<file path="src/verilog/wrc_pkg.sv">
// shared types and constants of the wake, reset and direct input control
package wrc_pkg;

    // clock and time base
    localparam int unsigned CLK_HZ        = 20_000_000;
    localparam int unsigned TICK_US       = 1000;
    localparam int unsigned TICK_CYC      = (CLK_HZ / 1_000_000) * TICK_US;
    localparam int unsigned TICK_W        = 15;
    // direct input toggle timeout, least figure in ms
    localparam int unsigned T_IN_MIN_MS   = 175;
    localparam int unsigned T_IN_TICKS    = (T_IN_MIN_MS * 1000 + TICK_US - 1) / TICK_US;
    localparam int unsigned ACT_CNT_W     = 8;
    // least low time of the reset pin, kept by the host
    localparam int unsigned T_WRST_US     = 10;
    localparam int unsigned T_WRST_CYC    = (CLK_HZ / 1_000_000) * T_WRST_US;

    localparam int unsigned NUM_CH        = 4;
    localparam int unsigned PWM_CLK_CH    = 0;

    typedef enum logic [1:0] {
        MODE_SLEEP,
        MODE_NORMAL,
        MODE_FAILSAFE
    } wrc_mode_t;

    // setting written over the serial port
    typedef struct packed {
        logic [3:0] spi_on;
        logic [3:0] direct_en;
        logic       pwm_en;
        logic       pwm_ext_clk;
        logic       sense_temp;
        logic [1:0] sense_chan;
        logic       sense_hiz;
    } wrc_cfg_t;

    localparam wrc_cfg_t CFG_RESET = '{
        spi_on:      4'h0,
        direct_en:   4'hf,
        pwm_en:      1'h0,
        pwm_ext_clk: 1'h0,
        sense_temp:  1'h0,
        sense_chan:  2'h0,
        sense_hiz:   1'h1
    };

    typedef struct packed {
        logic [3:0] oc;
        logic [3:0] ot;
        logic [3:0] sc;
        logic       uv;
        logic       ov;
    } wrc_fault_t;

    localparam wrc_fault_t FAULT_RESET = '0;

    typedef struct packed {
        logic       temp;
        logic [1:0] chan;
    } wrc_sense_t;

    // state of one input activity detector
    typedef struct packed {
        logic                 prev;
        logic [ACT_CNT_W-1:0] cnt;
        logic                 active;
    } wrc_act_state_t;

    localparam wrc_act_state_t ACT_RESET = '0;

    // state of the pin control block
    typedef struct packed {
        logic              rst_s1;
        logic              rst_s2;
        logic              rst_s3;
        logic              wake_s1;
        logic              wake_s2;
        logic [3:0]        din_s1;
        logic [3:0]        din_s2;
        logic [TICK_W-1:0] tick_cnt;
        logic              tick;
        wrc_mode_t         mode;
        wrc_cfg_t          cfg;
        wrc_fault_t        faults;
        logic [3:0]        power;
        wrc_sense_t        sense_sel;
        logic              sense_oe_n;
        logic              flag_oe_n;
        logic              wdog_start;
        logic              wdog_run;
        logic              pwm_clk;
    } wrc_state_t;

    localparam wrc_state_t STATE_RESET = '{
        rst_s1:     1'h0,
        rst_s2:     1'h0,
        rst_s3:     1'h0,
        wake_s1:    1'h0,
        wake_s2:    1'h0,
        din_s1:     4'h0,
        din_s2:     4'h0,
        tick_cnt:   15'h0000,
        tick:       1'h0,
        mode:       MODE_SLEEP,
        cfg:        CFG_RESET,
        faults:     FAULT_RESET,
        power:      4'h0,
        sense_sel:  3'h0,
        sense_oe_n: 1'h1,
        flag_oe_n:  1'h1,
        wdog_start: 1'h0,
        wdog_run:   1'h0,
        pwm_clk:    1'h0
    };

endpackage

</file>
<file path="src/verilog/wrc_in_activity.sv">
// activity detector of one direct input: high level or recent toggle
`timescale 1ns/1ns
module wrc_in_activity #(
    parameter int unsigned TIMEOUT_TICKS = wrc_pkg::T_IN_TICKS
) (
    // clock and reset
    input  wire logic clk_sys_in,
    input  wire logic rst_in,
    // time base and input
    input  wire logic tick_in,
    input  wire logic level_in,
    // result
    output logic      active_out
);

    // refused at elaboration: the reload value must fit the counter
    if (TIMEOUT_TICKS < 1 || TIMEOUT_TICKS >= (1 << wrc_pkg::ACT_CNT_W)) begin : g_bad_timeout
        $error("wrc_in_activity: TIMEOUT_TICKS out of range");
    end

    localparam logic [wrc_pkg::ACT_CNT_W-1:0] RELOAD = wrc_pkg::ACT_CNT_W'(TIMEOUT_TICKS);

    wrc_pkg::wrc_act_state_t st;
    wrc_pkg::wrc_act_state_t next_st;

    always_comb begin
        next_st      = st;
        next_st.prev = level_in;
        // a toggling input stays active until the timeout runs out
        if (level_in != st.prev) begin
            next_st.cnt = RELOAD;
        end else if (tick_in && st.cnt != '0) begin
            next_st.cnt = st.cnt - 1'b1;
        end
        next_st.active = level_in | (next_st.cnt != '0);
    end

    always_ff @(posedge clk_sys_in or posedge rst_in) begin
        if (rst_in) begin
            st <= wrc_pkg::ACT_RESET;
        end else begin
            st <= next_st;
        end
    end

    assign active_out = st.active;

endmodule

</file>
<file path="src/verilog/wrc_pin_ctrl.sv">
// pin level control: wake, reset pin, direct inputs, sense select, fault flag
//
// Summary of operation
// - sense pin shows selected channel or temperature
// - sense pin tri-stated when setting asks it
// - any direct input activity wakes the device
// - each direct input switches its own output while its direct_en is set and pwm_en is clear
// - fault flag pulled low during any fault, except in sleep
// - fault details only on serial diagnostic path
// - wake pin high wakes the device
// - reset pin high also counts as wake
// - reset pin low clears setup, faults, watchdog run
// - reset pin rising edge starts the watchdog
// - no wake source means sleep, outputs off
// - fail-safe uses direct inputs, default setup
`timescale 1ns/1ns
module wrc_pin_ctrl #(
    parameter int unsigned TICK_CYC      = wrc_pkg::TICK_CYC,
    parameter int unsigned TIMEOUT_TICKS = wrc_pkg::T_IN_TICKS
) (
    // clock and system reset
    input  wire logic                clk_sys_in,
    input  wire logic                rst_in,
    // device pins
    input  wire logic                reset_pin_in,
    input  wire logic                wake_pin_in,
    input  wire logic [3:0]          direct_in,
    // serial port side: setting write and diagnostic clear
    input  wire logic                cfg_wr_in,
    input  wire wrc_pkg::wrc_cfg_t   cfg_in,
    input  wire logic                diag_clr_in,
    // internal sources
    input  wire logic                fail_in,
    input  wire wrc_pkg::wrc_fault_t fault_in,
    input  wire logic [3:0]          pwm_gate_in,
    // outputs to the switches and the pwm unit
    output logic [3:0]               power_out,
    output logic                     pwm_clk_out,
    // sense pin control
    output wrc_pkg::wrc_sense_t      load_sense_sel_out,
    output logic                     load_sense_oe_n_out,
    // fault flag pin, open drain
    output logic                     fault_flag_n_out,
    output logic                     fault_flag_n_oe_out,
    // status to the serial port and watchdog
    output wrc_pkg::wrc_fault_t      diag_out,
    output wrc_pkg::wrc_cfg_t        cfg_out,
    output wrc_pkg::wrc_mode_t       mode_out,
    output logic                     wdog_start_out,
    output logic                     wdog_run_out
);

    // refused at elaboration: the divider must fit its counter
    if (TICK_CYC < 2 || TICK_CYC >= (1 << wrc_pkg::TICK_W)) begin : g_bad_tick
        $error("wrc_pin_ctrl: TICK_CYC out of range");
    end

    localparam logic [wrc_pkg::TICK_W-1:0] TICK_LAST = wrc_pkg::TICK_W'(TICK_CYC - 1);

    wrc_pkg::wrc_state_t st;
    wrc_pkg::wrc_state_t next_st;
    logic [3:0]          in_active;
    logic                wake;
    logic                rst_low;
    logic                fault_any;
    logic [3:0]          drive;

    genvar g;
    generate
        for (g = 0; g < wrc_pkg::NUM_CH; g++) begin : g_act
            wrc_in_activity #(
                .TIMEOUT_TICKS (TIMEOUT_TICKS)
            ) u_act (
                .clk_sys_in (clk_sys_in),
                .rst_in     (rst_in),
                .tick_in    (st.tick),
                .level_in   (st.din_s2[g]),
                .active_out (in_active[g])
            );
        end
    endgenerate

    always_comb begin
        next_st = st;

        next_st.rst_s1  = reset_pin_in;
        next_st.rst_s2  = st.rst_s1;
        next_st.rst_s3  = st.rst_s2;
        next_st.wake_s1 = wake_pin_in;
        next_st.wake_s2 = st.wake_s1;
        next_st.din_s1  = direct_in;
        next_st.din_s2  = st.din_s1;

        // millisecond enable for the toggle timeout
        if (st.tick_cnt == TICK_LAST) begin
            next_st.tick_cnt = '0;
            next_st.tick     = 1'b1;
        end else begin
            next_st.tick_cnt = st.tick_cnt + 1'b1;
            next_st.tick     = 1'b0;
        end

        // wake is or of all sources
        wake    = st.rst_s2 | st.wake_s2 | (|in_active);
        rst_low = ~st.rst_s2;

        // sleep only when no source wakes; reset pin low only clears
        if (!wake) begin
            next_st.mode = wrc_pkg::MODE_SLEEP;
        end else if (fail_in) begin
            next_st.mode = wrc_pkg::MODE_FAILSAFE;
        end else begin
            next_st.mode = wrc_pkg::MODE_NORMAL;
        end

        // setting held at default; writes only in normal mode
        if (rst_low || next_st.mode == wrc_pkg::MODE_FAILSAFE) begin
            next_st.cfg = wrc_pkg::CFG_RESET;
        end else if (cfg_wr_in) begin
            next_st.cfg = cfg_in;
        end

        // sticky faults; a new fault wins over a clear
        if (rst_low) begin
            next_st.faults = wrc_pkg::FAULT_RESET;
        end else if (diag_clr_in) begin
            next_st.faults = fault_in;
        end else begin
            next_st.faults = st.faults | fault_in;
        end

        drive = 4'h0;
        case (st.mode)
            wrc_pkg::MODE_SLEEP: begin
                drive = 4'h0;
            end
            wrc_pkg::MODE_FAILSAFE: begin
                drive = st.din_s2;
            end
            wrc_pkg::MODE_NORMAL: begin
                for (int i = 0; i < wrc_pkg::NUM_CH; i++) begin
                    if (st.cfg.pwm_en) begin
                        drive[i] = st.cfg.spi_on[i] & pwm_gate_in[i];
                    end else if (st.cfg.direct_en[i]) begin
                        drive[i] = st.din_s2[i];
                    end else begin
                        drive[i] = st.cfg.spi_on[i];
                    end
                end
                // input 0 may carry the pwm clock; its output still follows the gate
            end
            default: begin
                drive = 4'h0;
            end
        endcase
        next_st.power = drive;

        // external pwm clock taken from input 0
        next_st.pwm_clk = (st.mode == wrc_pkg::MODE_NORMAL) & st.cfg.pwm_en
                          & st.cfg.pwm_ext_clk & st.din_s2[wrc_pkg::PWM_CLK_CH];

        next_st.sense_sel.temp = st.cfg.sense_temp;
        next_st.sense_sel.chan = st.cfg.sense_chan;
        // sense tri-state, also released in sleep
        next_st.sense_oe_n = st.cfg.sense_hiz | (st.mode == wrc_pkg::MODE_SLEEP);

        // summary flag of live and latched faults
        fault_any = (|st.faults) | (|fault_in);
        next_st.flag_oe_n = ~(fault_any & (st.mode != wrc_pkg::MODE_SLEEP));

        // watchdog starts on reset pin rising edge
        next_st.wdog_start = st.rst_s2 & ~st.rst_s3;
        if (rst_low) begin
            next_st.wdog_run = 1'b0;
        end else if (next_st.wdog_start) begin
            next_st.wdog_run = 1'b1;
        end
    end

    always_ff @(posedge clk_sys_in or posedge rst_in) begin
        if (rst_in) begin
            st <= wrc_pkg::STATE_RESET;
        end else begin
            st <= next_st;
        end
    end

    assign power_out           = st.power;
    assign pwm_clk_out         = st.pwm_clk;
    assign load_sense_sel_out  = st.sense_sel;
    assign load_sense_oe_n_out = st.sense_oe_n;
    // open drain: only ever drives low
    assign fault_flag_n_out    = 1'b0;
    assign fault_flag_n_oe_out = st.flag_oe_n;
    // details only on the diagnostic word
    assign diag_out            = st.faults;
    assign cfg_out             = st.cfg;
    assign mode_out            = st.mode;
    assign wdog_start_out      = st.wdog_start;
    assign wdog_run_out        = st.wdog_run;

endmodule

</file>
<file path="config.mk">
export PLATFORM = sky130hd
export DESIGN_NAME = wrc_pin_ctrl
export DESIGN_NICKNAME = d
export VERILOG_FILES = /design/src/verilog/wrc_pkg.sv /design/src/verilog/wrc_in_activity.sv /design/src/verilog/wrc_pin_ctrl.sv
export SDC_FILE = /design/constraint.sdc
export NUM_CORES = 1
export LEC_CHECK = 0
export ABC_AREA = 1
export BUFFER_PORTS_ARGS = -buffer_cell sky130_fd_sc_hd__buf_2
export CORE_MARGIN = 1
export CORE_UTILIZATION = 60
export CTS_BUF_LIST = sky130_fd_sc_hd__clkbuf_2 sky130_fd_sc_hd__clkbuf_4 sky130_fd_sc_hd__clkbuf_8
export CTS_CLUSTER_SIZE = 8
export DETAILED_ROUTE_END_ITERATION = 6
export GPL_TIMING_DRIVEN = 0
export PLACE_DENSITY = 0.84
export SYNTH_ARGS = -nofsm -noshare
export SYNTH_HDL_FRONTEND = slang
export SYNTH_SLANG_ARGS = --single-unit
</file>
<file path="constraint.sdc">
create_clock -name clk_sys_in -period 7.6 [get_ports clk_sys_in]
set_input_delay 1.52 -clock clk_sys_in [delete_from_list [all_inputs] [get_ports clk_sys_in]]
set_output_delay 1.52 -clock clk_sys_in [all_outputs]
set_load 0.05 [all_outputs]
</file>
Word level (Yosys, flattened, before mapping):

Cells that the tools add are included.

* add/subtract/negate cells: 5
* multipliers: 0
* div/mod/pow operators: 0
* order comparisons: 0
* equal/unequal tests: 9
* shift operators: 0
* muxes and demuxes: 26
* bitwise operators: 21
* reduce and logical (&&, ||, !) cells: 19

Operators by type and width (count)
* 2-to-1 mux 8 bit: 8
* nonzero test 8 bit: 8
* 2-to-1 mux 14 bit: 4
* subtractor 8 x 1 -> 8 bit, second input constant: 4
* OR reduction 14 bit: 2
* 2-to-1 mux 16 bit: 1
* adder 15 x 1 -> 15 bit, second input constant: 1
* equality test 15 bit, second input constant: 1
* OR 14 bit: 1
* 2-to-1 mux 1 bit: 10
* AND 1 bit: 9
* OR 1 bit: 8
* one-hot mux 4 bit (2 select lines): 1
* equality test 2 bit, second input constant: 2
* logical AND 1 bit: 4
* 2-to-1 mux 2 bit: 2
* inequality test 1 bit: 4
* nonzero test 2 bit: 2
* OR reduction 4 bit: 1
* NOT 1 bit: 3
* equality test 2 x 1 -> 1 bit, second input constant: 1
* logical NOT 2 bit: 1
* inequality test 2 x 1 -> 1 bit, second input constant: 1
* logical OR 1 bit: 1

* flip-flop bits (word level): 111
* latch bits: 0
* memory bits (writable): 0
* ROM bits: 0
* output and inout bits: 43
* word-level logic and storage cells: 122
* memories kept: 0

Depth between registers and ports, before layout:

* word-level depth: 6
* depth in mapped cells: 12

Cells and area by module:

From an unflattened synthesis, not the netlist that was laid out.

* cell total of the unflattened synthesis: 739
* area total of the unflattened synthesis: 6095.8 sq um

Modules (own cells, without submodules)
* wrc_pin_ctrl: times used 1, cells each 363, area an instance 3238.1 sq um
* wrc_in_activity: times used 4, cells each 94, area an instance 714.4 sq um

Worst setup path before layout:

OpenSTA, ideal clock, no wires.

* path type: input -> register
* start point: input cfg_wr_in
* end point: register st (netlist bit cfg_out[10])
* setup time: 80 ps
* data arrival time: 2220 ps
* required time: 7520 ps
* slack: 5300 ps
* stages on the path: 5
* path buffers: 2
* cells stage by stage: clkbuf_1 inv_1 clkbuf_1 nand2_1 a21oi_1

* word-level cells in the longest chain between the ends: 1

Ends and longest elaborated chain
* start: declaration: line wrc_pin_ctrl.sv:29 `input wire logic cfg_wr_in,`
* nonzero test 2 bit (no line)
* end signal: assignment: line wrc_pin_ctrl.sv:182 `st <= wrc_pkg::STATE_RESET;`
* end signal: assignment: line wrc_pin_ctrl.sv:184 `st <= next_st;`
* end: declaration: line wrc_pin_ctrl.sv:60 `wrc_pkg::wrc_state_t st;`

No other way between the ends.
A chain may end at the register's enable or synchronous reset.

Final worst setup path:

* start point: register st (netlist bit cfg_out[6])
* end point: output cfg_out[6] (netlist bit)

RTL lines
* end: declaration: line wrc_pin_ctrl.sv:47 `output wrc_pkg::wrc_cfg_t cfg_out,`

No word-level cell between the ends.

==> impl_summary.txt <==
----------------------------------------------------
[Timing]
  Fin Setup TNS ... 0 ps
  Final clock skew ... 16.0 ps
  Unrepaired setup endpoints after global routing ... false
  Post-route setup slack ... roughly 4800 ps
  Final setup violation count ... 0
  Post-layout min period ... between 2000 and 3000 ps
  Crit share post-route ... around 37%
  Achievable clock frequency ... roughly 360 MHz
  Final number of max-transition violations ... 0
  Final Hold Vio Count ... 0
  Slew margin rel. ... a little under three fifths
  Pin slew with the least headroom to its limit ... between 600 and 700 ps

[Worst setup path]
  Arr. time, crit path ... around 1300 ps
  Setup CP Type ... reg2out
  Nature of the critical path startpoint ... flip-flop
  Largest incremental delay on the critical path ... between 500 and 600 ps
  Worst endpoint required time ... ~6100 ps
  CP max FO ... 4
  Crit end category ... primary output
  Critical-path cell with the highest stage delay ... dfstp_2
  CP cell instances ... buf_4 -> buf_2

[Place]
  Pre-CTS setup slack ... slightly below 5000 ps
  Final estimated routing congestion in global placement ... ~0.84
  Cell count after placement ... between 800 and 900
  Hpwl dp ... between 8 and 9 mm
  Number of buffer cells added on primary ports ... 83

[Floorplanning]
  Core area ... between 8000 and 9000 µm²
  Top-level I/O count ... 86
  Height of the die ... just under 100 µm
  Initial core utilization ... between 60% and 70%
  Row count ... 34
  X dimension of the die ... ~100 µm
  Die area ... approximately 9700 µm²

[Route]
  Number of detailed-route iterations in the first pass ... 7
  Via-to-Cell Ratio ... 5.21
  Drt total wl ... between 10 and 15 mm
  DRC Markers ... 0
  DRT iter0 DRCs ... approximately 230
  Number of vias after detailed routing ... 4646
  Wire per inst ... about 13 µm
  Antenna viol nets, final ... 0

[Cells and area]
  Proportion of layout cells with a drive suffix above 1 ... between 20% and 30%
  Util after Layout ... 72.3%
  Number of diodes added for antenna fixing ... 0
  Most frequent standard cell in the layout excluding fill and tap cells ... nand2_1
  Most frequent cells in the layout ... nand2_1 (159), dfrtp_1 (104), nor2_1 (101)
  Final net count ... 834
  Area added between synthesis and finish ... 14.5%
  Number of non-filler instances in the completed layout ... slightly below 900

[Pwr]
  Leakage power of the design ... roughly 3.3 nW
  Fraction of power spent switching nets ... a little over a quarter
  Worst-case vdd ir drop ... approximately 0.11 mV
  Power per unit of standard cell area ... 179 nW/µm²
  Internal portion of total power ... 0.835 mW
  Clock share of power ... 34.8%
  Net switching power ... slightly above 0.3 mW
  Combinational group share of total power ... 11.1%
  Sequential share of power ... 54.1%

[Logic synthesis]
  Synth Instances ... 684
  Average cell area after synthesis ... just over 8 µm²
  Area contributors post-synth ... dfrtp_1 (47%), nand2_1 (11%), nor2_1 (6.8%)
  Cell taking the most area after synthesis ... dfrtp_1
  Total of warnings raised by yosys ... 0
  Yosys top cell area share ... 46.6%
  Synth unique cells ... 40
  Post-Synthesis Cell Area ... 5590 µm²
  Yosys reg bits ... approximately 110
  Register area share after synthesis ... 49.9%
  Post-Synthesis Net Count ... ~740

[Clock network]
  Clock transition at path regs ... roughly 110 ps
  CTS H-tree lvls ... 3
  Hold-fix buffers at CTS ... 0
  # Post-CTS Setup Buffers ... 0
  Latest clock arrival within the worst-skew pair ... about 380 ps
  TritonCTS Sinks ... around 110
  CTS root buffer ... clkbuf_8
  Clock tree from TritonCTS ... built
  Number of resized instances in the post-cts repair step ... 0
  Number of buffers inserted during clock tree synthesis ... 9
  CTS Buffer Depth ... 2

[Global route]
  Via count of the first global-routing pass ... around 4600
  Wire length of the first global-routing pass ... between 15 and 20 mm
  Global Route Usage Sum ... ~26%
  Antenna violations before repair ... 0
  Gr ovfl total ... 0
  Largest net degree at the start of global routing ... 61

[Min path]
  Worst hold path type ... reg2reg

[Run status]
  Outcome ... finished, final reports clean

[Run]
  Maximum capacitance violations ... 0

----------------------------------------------------
==> metrics by stage <==
step / hold slack [ps] / power, mW / instance area (µm²)
after CTS: 357 / 1.15 / 6390
after detailed placement: 337 / 0.756 / 6170
after global placement: 331 / 0.750 / 6140
after floorplan: 331 / 0.718 / 5590
final: 358 / 1.14 / 6390
after global routing: 370 / 1.18 / 6390
==> metal layers <==
| layer | vias up | global-route usage [%] | routed length, µm |
|---|---|---|---|
| met5 | - | 0 | 0 |
| met4 | 0 | 10.2 | 271 |
| met3 | 25 | 5.04 | 530 |
| met2 | 131 | 43.1 | 5730 |
| met1 | 2193 | 32.6 | 4910 |
| li1 | 2297 | - | - |
==> state kept, by name (all words and copies together) (netlist names), 2 cells and up <==
register                count
power_out                   4
g_act.u_act.st             36
diag_out                   14
g_act.u_act.active_out      4
load_sense_sel_out          3
st                         22
cfg_out                    14
mode_out                    2
next_st                     7
==> cell families after synthesis <==
logic type | synth area share, %
fa+ha+maj | 2.69
compound gates | 7.42
other cells | 0.0671
buf+inv | 11.8
flops | 49.9
xor+xnor | 2.67
simple gates | 25.4
==> layout make-up <==
| type | count | area, µm² |
|---|---|---|
| clock buffers | 9 | 124 |
| fillers | 681 | 2450 |
| multi-input cells | 438 | 2140 |
| flip-flops and latches | 111 | 2790 |
| repair buffers | 84 | 443 |
| well taps | 108 | 135 |
| clock inverters | 7 | 104 |
| plain buffers | 45 | 323 |
| inverters | 90 | 340 |
==> Yosys cell counts <==
| library cell | n |
|---|---|
| a211oi_1 | 2 |
| a21oi_1 | 21 |
| a21oi_2 | 2 |
| a31o_2 | 1 |
| a31oi_1 | 1 |
| and2_1 | 1 |
| buf_1 | 1 |
| buf_4 | 39 |
| buf_6 | 1 |
| clkbuf_1 | 4 |
| clkinv_1 | 1 |
| conb_1 | 1 |
| dfrtp_1 | 104 |
| dfstp_2 | 7 |
| ha_1 | 12 |
| inv_1 | 86 |
| inv_2 | 3 |
| nand2_1 | 159 |
| nand2_2 | 2 |
| nand3_1 | 42 |
| nand3_2 | 1 |
| nand3b_1 | 6 |
| nand4_1 | 7 |
| nor2_1 | 101 |
| nor2_2 | 8 |
| nor2_4 | 1 |
| nor3_1 | 3 |
| nor3_2 | 1 |
| nor4_1 | 5 |
| o2111ai_1 | 1 |
| o211ai_1 | 1 |
| o21a_1 | 1 |
| o21ai_0 | 32 |
| o21ai_1 | 4 |
| o21ai_2 | 1 |
| o21ai_4 | 2 |
| o21bai_1 | 1 |
| o41ai_1 | 1 |
| xnor2_1 | 3 |
| xor2_1 | 14 |
==> final timing paths <==
kind | startpoint | to | slack [ps] | cells past startpoint
min | next_st[58] | st[58] | 360 | 0
max reg2reg | next_st[68] | cfg_out[8] | 5750 | 5
max in group asynchronous | rst_in | fault_flag_n_oe_out | 5630 | 3
min in group asynchronous | rst_in | cfg_out[4] | 1240 | 2
max | cfg_out[6] | cfg_out[6] | 4780 | 2
min reg2reg | next_st[58] | st[58] | 360 | 0
==> worst max-delay path: cells and delay by family (launching register included) <==
| family | cells | cell delay, ps |
|---|---|---|
| DFF | 1 | 570 |
| buffers and inverters | 2 | 340 |
==> power groups by stage <==
stage          clock network [mW]  registers (mW)  logic (mW)
2_1_floorplan                   0           0.630      0.0881
3_3_place_gp                    0           0.628       0.122
3_5_place_dp                    0           0.629       0.127
4_1_cts                     0.405           0.617       0.128
5_1_grt                     0.427           0.619       0.138
6_report                    0.398           0.617       0.127
No activity file was read; power rests on OpenSTA's default activity.
